**src/verilog/ddr_pin_params.svh**
```systemverilog
// constants for the pin-level command and data interface
// assumes codes are formed as {cs_n, ras_n, cas_n, we_n}
`ifndef DDR_PIN_PARAMS_SVH
`define DDR_PIN_PARAMS_SVH

// ----------------------------------------
// command codes
// ----------------------------------------
`define CODE_MODE_SET 4'h0
`define CODE_REFRESH 4'h1
`define CODE_PRECHARGE 4'h2
`define CODE_ACTIVATE 4'h3
`define CODE_WRITE 4'h4
`define CODE_READ 4'h5

// ----------------------------------------
// bank_select values on mode-register writes
// ----------------------------------------
`define SEL_MODE_REG 3'h0
`define SEL_EXT_REG_ONE 3'h1

// ----------------------------------------
// field positions
// ----------------------------------------
`define BIT_PRECHARGE_ALL 10
`define BIT_STROBE_DIFF_OFF 10
`define BIT_READ_STROBE_EN 11
`define BIT_TERM_LO 2
`define BIT_TERM_HI 6
`define MR_BL_MSB 2
`define MR_BL_LSB 0
`define BL_EIGHT 3'h3
`define BEATS_FOUR 4'h4
`define BEATS_EIGHT 4'h8

// ----------------------------------------
// reset values
// ----------------------------------------
`define MR_RESET 14'h0000
`define EMR1_RESET 14'h0000

`endif

```
**src/verilog/ddr_pin_pkg.sv**
```systemverilog
// types shared by the pin interface and its command decoder
// assumes the constants header is included by the design files
package ddr_pin_pkg;

    typedef enum logic [2:0] {
        CMD_NONE = 3'h0,
        CMD_MODE = 3'h1,
        CMD_REFRESH = 3'h2,
        CMD_PRECHARGE = 3'h3,
        CMD_ACTIVATE = 3'h4,
        CMD_WRITE = 3'h5,
        CMD_READ = 3'h6
    } cmd_kind_t;

    typedef enum logic [2:0] {
        PWR_IDLE = 3'h0,
        PWR_ACTIVE = 3'h1,
        PWR_PRE_DOWN = 3'h2,
        PWR_ACT_DOWN = 3'h3,
        PWR_SELF_REF = 3'h4
    } pwr_state_t;

    typedef struct packed {
        logic cs_n;
        logic ras_n;
        logic cas_n;
        logic we_n;
        logic [2:0] bank;
        logic [13:0] addr;
    } cmd_pins_t;

    typedef struct packed {
        logic cke;
        logic term;
        logic x16;
        logic lo_strobe;
        logic hi_strobe;
        logic lo_mask;
        logic hi_mask;
    } misc_pins_t;

    typedef struct packed {
        cmd_kind_t kind;
        logic [2:0] bank;
        logic [13:0] addr;
    } cmd_t;

    typedef struct packed {
        logic valid;
        cmd_kind_t kind;
        logic [2:0] bank;
        logic [13:0] row_col;
        logic auto_pre;
        logic pre_all;
    } access_req_t;

    typedef struct packed {
        logic valid;
        logic [15:0] data;
        logic [1:0] lane_keep;
    } wr_beat_t;

endpackage

```
**src/verilog/cmd_decode.sv**
```systemverilog
// command decoder: turns synchronised command pins into a command kind
// assumes its inputs are already on ref_clk (no further synchronising)
`timescale 1ns/1ps
`default_nettype none
`include "ddr_pin_params.svh"

module cmd_decode (
    input wire logic ref_clk,
    input wire logic resetn,
    input wire ddr_pin_pkg::cmd_pins_t pins,
    input wire logic cke,
    input wire logic low_power,
    output var ddr_pin_pkg::cmd_t cmd_q,
    output logic cke_q
);

    // ----------------------------------------
    // decode
    // ----------------------------------------
    function automatic ddr_pin_pkg::cmd_kind_t decode(input logic [3:0] code);
        case (code)
            `CODE_MODE_SET: decode = ddr_pin_pkg::CMD_MODE;
            `CODE_REFRESH: decode = ddr_pin_pkg::CMD_REFRESH;
            `CODE_PRECHARGE: decode = ddr_pin_pkg::CMD_PRECHARGE;
            `CODE_ACTIVATE: decode = ddr_pin_pkg::CMD_ACTIVATE;
            `CODE_WRITE: decode = ddr_pin_pkg::CMD_WRITE;
            `CODE_READ: decode = ddr_pin_pkg::CMD_READ;
            default: decode = ddr_pin_pkg::CMD_NONE;
        endcase
    endfunction

    logic cmd_open;

    // previous-cycle clock gate must be high, as for a self refresh entry
    assign cmd_open = cke_q && !low_power && !pins.cs_n; // see R4

    always_ff @(posedge ref_clk or negedge resetn) begin
        if (!resetn) begin
            cke_q <= 1'b0;
        end else begin
            cke_q <= cke;
        end
    end

    always_ff @(posedge ref_clk or negedge resetn) begin
        if (!resetn) begin
            cmd_q <= '0;
        end else begin

            cmd_q.kind <= cmd_open ?
                decode({pins.cs_n, pins.ras_n, pins.cas_n, pins.we_n}) :
                ddr_pin_pkg::CMD_NONE;
            cmd_q.bank <= pins.bank;
            cmd_q.addr <= pins.addr;
        end
    end
endmodule
`default_nettype wire

```
**src/verilog/ddr_pin_if.sv**
```systemverilog
// pin-level command and data interface of a double-data-rate memory device
// assumes all pins are asynchronous to ref_clk; rd_valid and rd_data come
// from the array logic on ref_clk
`timescale 1ns/1ps
`default_nettype none
`include "ddr_pin_params.svh"

// Functional notes
// controller keeps clock gate high during accesses
// power-down ignores all but clock, termination, gate
// self refresh observes only the clock gate
// chip select high masks every command
// commands decoded from strobes and chip select
// termination enable applies termination to lanes
// termination input ignored when disabled in register
// masked write beats are discarded
// x8 mask pin becomes read strobe when selected
// bank select picks bank or mode register
// address carries row, column, opcode
// precharge flag selects one or all banks
// read strobe edge-aligned, write strobe centred
// low strobe low byte, high strobe high
// register bit enables complementary strobes together
// gate synchronous except self refresh exit
// gate low enters power-down or self refresh
// inputs sampled on rising clock edge
// read strobe mirrors data strobe, masking off
// decode only with gate high, select low
module ddr_pin_if (
    input wire logic ref_clk,
    input wire logic resetn,
    input wire ddr_pin_pkg::cmd_pins_t cmd_pins,
    input wire logic clock_gate,
    input wire logic termination_enable,
    input wire logic org_x16,
    input wire logic [15:0] dq_in,
    output logic [15:0] dq_out,
    output logic dq_oe_n,
    input wire logic low_byte_strobe_in,
    output logic low_byte_strobe_out,
    output logic low_byte_strobe_oe_n,
    input wire logic high_byte_strobe_in,
    output logic high_byte_strobe_out,
    output logic high_byte_strobe_oe_n,
    input wire logic low_byte_mask,
    output logic read_only_strobe_out,
    output logic read_only_strobe_oe_n,
    input wire logic high_byte_mask,
    input wire logic rd_valid,
    input wire logic [15:0] rd_data,
    output logic diff_strobe_on,
    output logic [1:0] term_on,
    output var ddr_pin_pkg::pwr_state_t pwr_state,
    output var ddr_pin_pkg::access_req_t access_req,
    output var ddr_pin_pkg::wr_beat_t wr_beat,
    output logic [13:0] mode_reg,
    output logic [13:0] ext_mode_reg_one
);

    // ----------------------------------------
    // pin synchronisers
    // ----------------------------------------
    ddr_pin_pkg::cmd_pins_t cmd_s1_q, cmd_s2_q;
    ddr_pin_pkg::misc_pins_t misc_s1_q, misc_s2_q;
    logic [15:0] dq_s1_q, dq_s2_q;
    logic lo_s3_q, hi_s3_q;


    always_ff @(posedge ref_clk or negedge resetn) begin
        if (!resetn) begin
            cmd_s1_q <= '0;
            cmd_s2_q <= '0;
            misc_s1_q <= '0;
            misc_s2_q <= '0;
            dq_s1_q <= 16'h0000;
            dq_s2_q <= 16'h0000;
            lo_s3_q <= 1'b0;
            hi_s3_q <= 1'b0;
        end else begin
            cmd_s1_q <= cmd_pins;
            cmd_s2_q <= cmd_s1_q;
            misc_s1_q <= {clock_gate, termination_enable, org_x16, low_byte_strobe_in,
                          high_byte_strobe_in, low_byte_mask, high_byte_mask};
            misc_s2_q <= misc_s1_q;
            dq_s1_q <= dq_in;
            dq_s2_q <= dq_s1_q;
            lo_s3_q <= misc_s2_q.lo_strobe;
            hi_s3_q <= misc_s2_q.hi_strobe;
        end
    end

    // ----------------------------------------
    // command decode and power state
    // ----------------------------------------
    ddr_pin_pkg::cmd_t cmd_q;
    ddr_pin_pkg::pwr_state_t pwr_q;
    logic cke_q, cke_prev_q, low_power, inputs_live;
    logic [7:0] banks_q, banks_d;
    logic [13:0] mr_q, emr1_q;

    // power-down keeps clock, termination and gate; self refresh only the gate
    assign low_power = (pwr_q == ddr_pin_pkg::PWR_PRE_DOWN) ||
                       (pwr_q == ddr_pin_pkg::PWR_ACT_DOWN) ||
                       (pwr_q == ddr_pin_pkg::PWR_SELF_REF);
    assign inputs_live = !low_power; // see R2

    cmd_decode u_decode (
        .ref_clk(ref_clk),
        .resetn(resetn),
        .pins(cmd_s2_q),
        .cke(misc_s2_q.cke),
        .low_power(low_power),
        .cmd_q(cmd_q),
        .cke_q(cke_q)
    );

    always_ff @(posedge ref_clk or negedge resetn) begin
        if (!resetn) begin
            cke_prev_q <= 1'b0;
        end else begin
            cke_prev_q <= cke_q;
        end
    end

    always_comb begin
        banks_d = banks_q;
        case (cmd_q.kind)
            ddr_pin_pkg::CMD_ACTIVATE: banks_d[cmd_q.bank] = 1'b1;
            ddr_pin_pkg::CMD_PRECHARGE: begin
                if (cmd_q.addr[`BIT_PRECHARGE_ALL]) begin
                    banks_d = 8'h00;
                end else begin
                    banks_d[cmd_q.bank] = 1'b0;
                end
            end
            // auto-precharge closes the row; burst timing is the array's concern
            ddr_pin_pkg::CMD_READ, ddr_pin_pkg::CMD_WRITE: begin
                if (cmd_q.addr[`BIT_PRECHARGE_ALL]) begin
                    banks_d[cmd_q.bank] = 1'b0;
                end
            end
            default: ;
        endcase
    end

    always_ff @(posedge ref_clk or negedge resetn) begin
        if (!resetn) begin
            banks_q <= 8'h00;
        end else begin
            banks_q <= banks_d;
        end
    end

    // no access is expected while the gate is low, so none is tracked
    always_ff @(posedge ref_clk or negedge resetn) begin
        if (!resetn) begin
            pwr_q <= ddr_pin_pkg::PWR_IDLE;
        end else begin
            unique case (pwr_q)
                ddr_pin_pkg::PWR_IDLE, ddr_pin_pkg::PWR_ACTIVE: begin
                    if (cmd_q.kind == ddr_pin_pkg::CMD_REFRESH && !cke_q) begin
                        pwr_q <= ddr_pin_pkg::PWR_SELF_REF;
                    end else if (cke_prev_q && !cke_q) begin
                        pwr_q <= (banks_q == 8'h00) ? ddr_pin_pkg::PWR_PRE_DOWN :
                                 ddr_pin_pkg::PWR_ACT_DOWN;
                    end else begin
                        pwr_q <= (banks_d != 8'h00) ? ddr_pin_pkg::PWR_ACTIVE :
                                 ddr_pin_pkg::PWR_IDLE;
                    end
                end
                ddr_pin_pkg::PWR_PRE_DOWN: begin
                    if (cke_q) begin
                        pwr_q <= ddr_pin_pkg::PWR_IDLE;
                    end
                end
                ddr_pin_pkg::PWR_ACT_DOWN: begin
                    if (cke_q) begin
                        pwr_q <= ddr_pin_pkg::PWR_ACTIVE;
                    end
                end
                // exit does not wait for the command pipeline
                ddr_pin_pkg::PWR_SELF_REF: begin
                    if (misc_s2_q.cke) begin
                        pwr_q <= ddr_pin_pkg::PWR_IDLE;
                    end
                end
                default: pwr_q <= ddr_pin_pkg::PWR_IDLE;
            endcase
        end
    end

    // ----------------------------------------
    // mode registers and access requests
    // ----------------------------------------
    always_ff @(posedge ref_clk or negedge resetn) begin
        if (!resetn) begin
            mr_q <= `MR_RESET;
            emr1_q <= `EMR1_RESET;
        end else if (cmd_q.kind == ddr_pin_pkg::CMD_MODE) begin
            if (cmd_q.bank == `SEL_MODE_REG) begin
                mr_q <= cmd_q.addr;
            end else if (cmd_q.bank == `SEL_EXT_REG_ONE) begin
                emr1_q <= cmd_q.addr;
            end
        end
    end

    ddr_pin_pkg::access_req_t req_q;
    logic is_rw;

    assign is_rw = (cmd_q.kind == ddr_pin_pkg::CMD_READ) ||
                   (cmd_q.kind == ddr_pin_pkg::CMD_WRITE);

    always_ff @(posedge ref_clk or negedge resetn) begin
        if (!resetn) begin
            req_q <= '0;
        end else begin
            req_q.valid <= (cmd_q.kind != ddr_pin_pkg::CMD_NONE) &&
                           (cmd_q.kind != ddr_pin_pkg::CMD_REFRESH);
            req_q.kind <= cmd_q.kind;
            req_q.bank <= cmd_q.bank;
            req_q.row_col <= cmd_q.addr;
            req_q.auto_pre <= is_rw && cmd_q.addr[`BIT_PRECHARGE_ALL];
            req_q.pre_all <= (cmd_q.kind == ddr_pin_pkg::CMD_PRECHARGE) &&
                             cmd_q.addr[`BIT_PRECHARGE_ALL];
        end
    end

    // ----------------------------------------
    // termination and strobe options
    // ----------------------------------------
    logic term_allowed, ros_on;
    logic [1:0] term_q;
    logic diff_q;

    assign term_allowed = emr1_q[`BIT_TERM_LO] || emr1_q[`BIT_TERM_HI];
    assign ros_on = !misc_s2_q.x16 && emr1_q[`BIT_READ_STROBE_EN];

    always_ff @(posedge ref_clk or negedge resetn) begin
        if (!resetn) begin
            term_q <= 2'h0;
            diff_q <= 1'b1;
        end else begin
            // termination stays usable in power-down, never in self refresh
            term_q[0] <= misc_s2_q.term && term_allowed &&
                         (pwr_q != ddr_pin_pkg::PWR_SELF_REF); // see R6
            term_q[1] <= misc_s2_q.term && term_allowed && misc_s2_q.x16 &&
                         (pwr_q != ddr_pin_pkg::PWR_SELF_REF);
            diff_q <= !emr1_q[`BIT_STROBE_DIFF_OFF];
        end
    end

    // ----------------------------------------
    // write beats
    // ----------------------------------------
    function automatic logic [3:0] beats_of(input logic [13:0] mr);
        beats_of = (mr[`MR_BL_MSB:`MR_BL_LSB] == `BL_EIGHT) ? `BEATS_EIGHT : `BEATS_FOUR;
    endfunction

    logic lo_edge, hi_edge, take_beat;
    logic [3:0] wr_left_q;
    ddr_pin_pkg::wr_beat_t beat_q;

    // both strobe edges carry a beat; the controller centres them in the data
    assign lo_edge = misc_s2_q.lo_strobe ^ lo_s3_q;
    assign hi_edge = misc_s2_q.hi_strobe ^ hi_s3_q;
    assign take_beat = lo_edge && (wr_left_q != 4'h0) && inputs_live;

    always_ff @(posedge ref_clk or negedge resetn) begin
        if (!resetn) begin
            wr_left_q <= 4'h0;
        end else if (cmd_q.kind == ddr_pin_pkg::CMD_WRITE) begin
            wr_left_q <= beats_of(mr_q);
        end else if (take_beat) begin
            wr_left_q <= wr_left_q - 4'h1;
        end
    end

    always_ff @(posedge ref_clk or negedge resetn) begin
        if (!resetn) begin
            beat_q <= '0;
        end else begin
            beat_q.valid <= take_beat;
            beat_q.data <= dq_s2_q;
            // masking is off while the mask pin serves as read strobe
            beat_q.lane_keep[0] <= ros_on || !misc_s2_q.lo_mask; // see R8
            beat_q.lane_keep[1] <= misc_s2_q.x16 && hi_edge &&
                                   !misc_s2_q.hi_mask; // see R14
        end
    end

    // ----------------------------------------
    // read drive
    // ----------------------------------------
    logic [15:0] dq_q;
    logic dq_oe_n_q, lo_str_q, lo_oe_n_q, hi_str_q, hi_oe_n_q, ros_q, ros_oe_n_q;

    always_ff @(posedge ref_clk or negedge resetn) begin
        if (!resetn) begin
            dq_q <= 16'h0000;
            dq_oe_n_q <= 1'b1;
            lo_str_q <= 1'b0;
            lo_oe_n_q <= 1'b1;
            hi_str_q <= 1'b0;
            hi_oe_n_q <= 1'b1;
            ros_q <= 1'b0;
            ros_oe_n_q <= 1'b1;
        end else begin
            // data and strobe change on the same edge: edge-aligned
            dq_q <= rd_data;
            dq_oe_n_q <= !rd_valid;
            lo_str_q <= rd_valid && !lo_str_q; // see R13
            lo_oe_n_q <= !rd_valid;
            hi_str_q <= rd_valid && misc_s2_q.x16 && !hi_str_q;
            hi_oe_n_q <= !(rd_valid && misc_s2_q.x16);
            ros_q <= rd_valid && ros_on && !lo_str_q;
            ros_oe_n_q <= !(rd_valid && ros_on);
        end
    end

    assign dq_out = dq_q;
    assign dq_oe_n = dq_oe_n_q;
    assign low_byte_strobe_out = lo_str_q;
    assign low_byte_strobe_oe_n = lo_oe_n_q;
    assign high_byte_strobe_out = hi_str_q;
    assign high_byte_strobe_oe_n = hi_oe_n_q;
    assign read_only_strobe_out = ros_q;
    assign read_only_strobe_oe_n = ros_oe_n_q;
    assign diff_strobe_on = diff_q;
    assign term_on = term_q;
    assign pwr_state = pwr_q;
    assign access_req = req_q;
    assign wr_beat = beat_q;
    assign mode_reg = mr_q;
    assign ext_mode_reg_one = emr1_q;
endmodule
`default_nettype wire

```
**config.mk**
```make
export PLATFORM = sky130hd
export DESIGN_NAME = ddr_pin_if
export DESIGN_NICKNAME = d
export VERILOG_FILES = /design/src/verilog/ddr_pin_pkg.sv /design/src/verilog/cmd_decode.sv /design/src/verilog/ddr_pin_if.sv
export VERILOG_INCLUDE_DIRS = /design/src /design/src/verilog
export SDC_FILE = /design/constraint.sdc
export NUM_CORES = 1
export LEC_CHECK = 0
export BUFFER_PORTS_ARGS = -buffer_cell sky130_fd_sc_hd__buf_2
export CAP_MARGIN = 40
export CORE_AREA = 4 4 116 118
export DETAILED_ROUTE_END_ITERATION = 8
export DIE_AREA = 0 0 120 122
export PLACE_DENSITY = 0.9
export SYNTH_ARGS = -nofsm -noshare
export SYNTH_HDL_FRONTEND = slang
export SYNTH_SLANG_ARGS = --single-unit
export TNS_END_PERCENT = 10
```
**constraint.sdc**
```tcl
create_clock -name ref_clk -period 4.1 [get_ports ref_clk]
set_clock_uncertainty 0.15 [all_clocks]
set_input_delay 0.41 -clock ref_clk [delete_from_list [all_inputs] [get_ports ref_clk]]
set_output_delay 0.41 -clock ref_clk [all_outputs]
set_load 0.01 [all_outputs]
```
==> flow_summary_export.csv <==
group,metric,value,unit
run_status,status,"complete, no violations",
floorplan,core,0.0125,mm^2
min_path,min_to,"cmd_s2_q[3]$_DFF_PN0_",
yosys,synth_cell_types,49,
cells_and_area,fillerInstances,725,
critical_path,cpPeakStageDelay,0.63,ns
min_path,hold_start,"cmd_s1_q[3]$_DFF_PN0_",
placement,routabilityCongestion,0.887,
placement,io_buffers,161,
route,initialDrtViolationCount,232,
cells_and_area,largest_register_ffs,23,
yosys,synth_common_cells,"dfrtp_1, mux2_2, nor2_1, a21oi_1, nand2_1",
grt,grt_pass1_vias,4579,
clocking,cts_sinks,222,
floorplan,ios,162,
clocking,clk_pin_slew_worst_paths,0.07,ns
timing,slew_violations,0,
placement,place_inst,719,
grt,grt_max_degree,144,
critical_path,required,4.31,ns
floorplan,die_area,0.0146,mm^2
yosys,async_flop_share,1.00,
timing,period_share,0.502,
clocking,cts_max_level,1,
yosys,syn-num-nets,457,
yosys,synthFlopType,"dfrtp_1",
min_path,whs_path_depth,0,
cells_and_area,diodes,0,
route,wl_per_cell,19.4,um
critical_path,r2r-end,"pwr_state[0]$_DFFE_PN0P_",
route,antenna_left,0,
placement,hpwl,9040,um
yosys,ys_ff_latch,222,
cells_and_area,multi_input_comb_area,0.00116,mm^2
min_path,hold_class,"flip-flop to flip-flop",
yosys,synth.avg_cell_area,17.4,um^2
power,p_per_area,532,mW/mm^2
cells_and_area,register_area,0.00556,mm^2
critical_path,ff2ff_path_depth,5,
critical_path,critPathCaptureType,"flip-flop",
grt,track_usage,0.226,
yosys,synth_area_leaders,"dfrtp_1, mux2_2, mux2_4, dfstp_2, a21oi_1",
floorplan,rows,41,
timing,tns,0,ns
yosys,synth_edf_count,0,
critical_path,cpMaxStageDelayCell,"dfrtp_1",
cells_and_area,fin_cells,819,
cells_and_area,syn2layout_area_growth,34.0,%
critical_path,r2r-start,"u_decode.cmd_q[19]$_DFF_PN0_",
floorplan,die_w,120,um
route,drc,0,
critical_path,r2r_setup_slack,2.04,ns
timing,setup_viol,0,
clocking,cts_setup_buffers,0,
power,leakagePower,4.46,nW
yosys,synth_most_common_cell,"dfrtp_1",
timing,rsz0062_at_grt,"no",
critical_path,crit_fanout,15,
clocking,clock_latency,0.49,ns
clocking,ctsLongestPathBuffers,3,
grt,antenna_found_initial,0,
clocking,cts_resized,0,
clocking,cts_buffers,22,
cells_and_area,fin_nets,697,
yosys,synth_area_leader_cell,"dfrtp_1",
clocking,cts-root-buf,"clkbuf_16",
route,routed_wl,15900,um
route,first_pass_iters,6,
power,peakVddDrop,459,uV
yosys,yosysSeqAreaShare,0.814,
critical_path,path_class,"flip-flop to flip-flop",
yosys,ys_warn_count,0,
clocking,hold_buffers,62,
timing,worst_pin_slew,1.02,ns
timing,fin_crit,2.06,ns
route,vias,4046,
cells_and_area,drive_above_1_share,0.369,
yosys,synth_top_area_frac,0.799,
critical_path,crit_chain,"nand2_1 > nor4b_1 > o31ai_1 > nor4_1 > a31oi_1",
timing,fmax,486,MHz
clocking,cts_tree,"built",
timing,maxSlewHeadroom,0.317,
floorplan,start_util,0.548,
route,via_per_inst,4.94,
yosys,syn_area,0.00683,mm^2
grt,grt_overflow_total,0,
run,cap_violations,0,
critical_path,critical_path.startpoint_type,"flip-flop",
yosys,synth_cells,393,
timing,hold_violations,0,
grt,grt_pass1_wl,25200,um
critical_path,cp-startpoint,"u_decode.cmd_q[19]$_DFF_PN0_",
critical_path,crit_arrival,2.26,ns
floorplan,fp.dieH,122,um
## cells in the final DEF (no fill, tap or decap), types with 6 or more instances in the layout
master / netlist / layout
o21ai_0: 9 / 9
a21oi_1: 12 / 12
mux2_2: 19 / 19
inv_1: 10 / 10
mux2_4: 8 / 8
nand2_1: 11 / 11
dfrtp_1: 218 / 218
buf_2: 2 / 160
nor3_1: 7 / 7
nor4_1: 6 / 6
dlygate4sd3_1: 0 / 62
clkbuf_16: 0 / 23
nor2_1: 16 / 16
and3b_1: 6 / 6
## logic make-up (layout without fill, tap and decap cells)
logic type                 Yosys count  in the layout  synth area share
muxes                               29             29            0.0519
and+or+nand+nor                     81             81            0.0748
AOI/OAI and AO/OA                   38             38            0.0376
xor gates and xnor gates             3              3           0.00385
DFF                                222            222             0.814
buffers and inverters               19            273            0.0159
adders and majority gates            1              1           0.00183
## worst max-delay path, delay by kind of cell, from the launching register on
| family | cells | cell delay, ns |
|---|---|---|
| AOI/OAI and AO/OA | 2 | 0.23 |
| DFF | 1 | 0.63 |
| and+or+nand+nor | 3 | 0.91 |
## area by class of cell
class,instances,area share
Multi-Input combinational cell,152,0.127
Tap cell,172,0.0235
Clock inverter,6,0.00629
Clock buffer,32,0.0720
Sequential cell,222,0.607
Inverter,10,0.00410
Timing Repair Buffer,225,0.160
## routing by layer
metal | track usage | part of all wire | vias to the layer above
li1 | - | - | 1813
met1 | 0.279 | 0.38 | 2057
met2 | 0.399 | 0.53 | 152
met3 | 0.0506 | 0.064 | 24
met4 | 0.0730 | 0.025 | 0
met5 | 0 | 0 | -
## power breakdown
part	leakage [nW]	internal [mW]	switching [mW]
Sequential	2.67	2.36	0.103
Combinational	1.44	0.214	0.218
Clock	0.354	1.17	0.802
Total	4.46	3.74	1.12
## through the flow
step           power (mW)  area [um^2]  utilization  setup slack, ns  hold slack, ns
2_1_floorplan        2.66         6830            -             2.28         -0.0356
3_3_place_gp         2.85         7820        0.627             2.12           0.182
3_5_place_dp         2.87         7820        0.627             2.05           0.185
4_1_cts              4.87         9150        0.734             2.07           0.197
5_1_grt              5.07         9150        0.734             1.91           0.204
6_report             4.87         9150        0.734             2.04           0.188
## worst max-delay path by stage
stage                                    end  slack [ns]
CTS                  mode_reg[5]$_DFFE_PN0P_        2.07
detailed placement   mode_reg[5]$_DFFE_PN0P_        2.05
global route        pwr_state[0]$_DFFE_PN0P_        1.91
finish              pwr_state[0]$_DFFE_PN0P_        2.04
global placement    mode_reg[11]$_DFFE_PN0P_        2.12
floorplan           wr_left_q[1]$_DFFE_PN0P_        2.28
No activity file was read; power rests on OpenSTA's default activity.
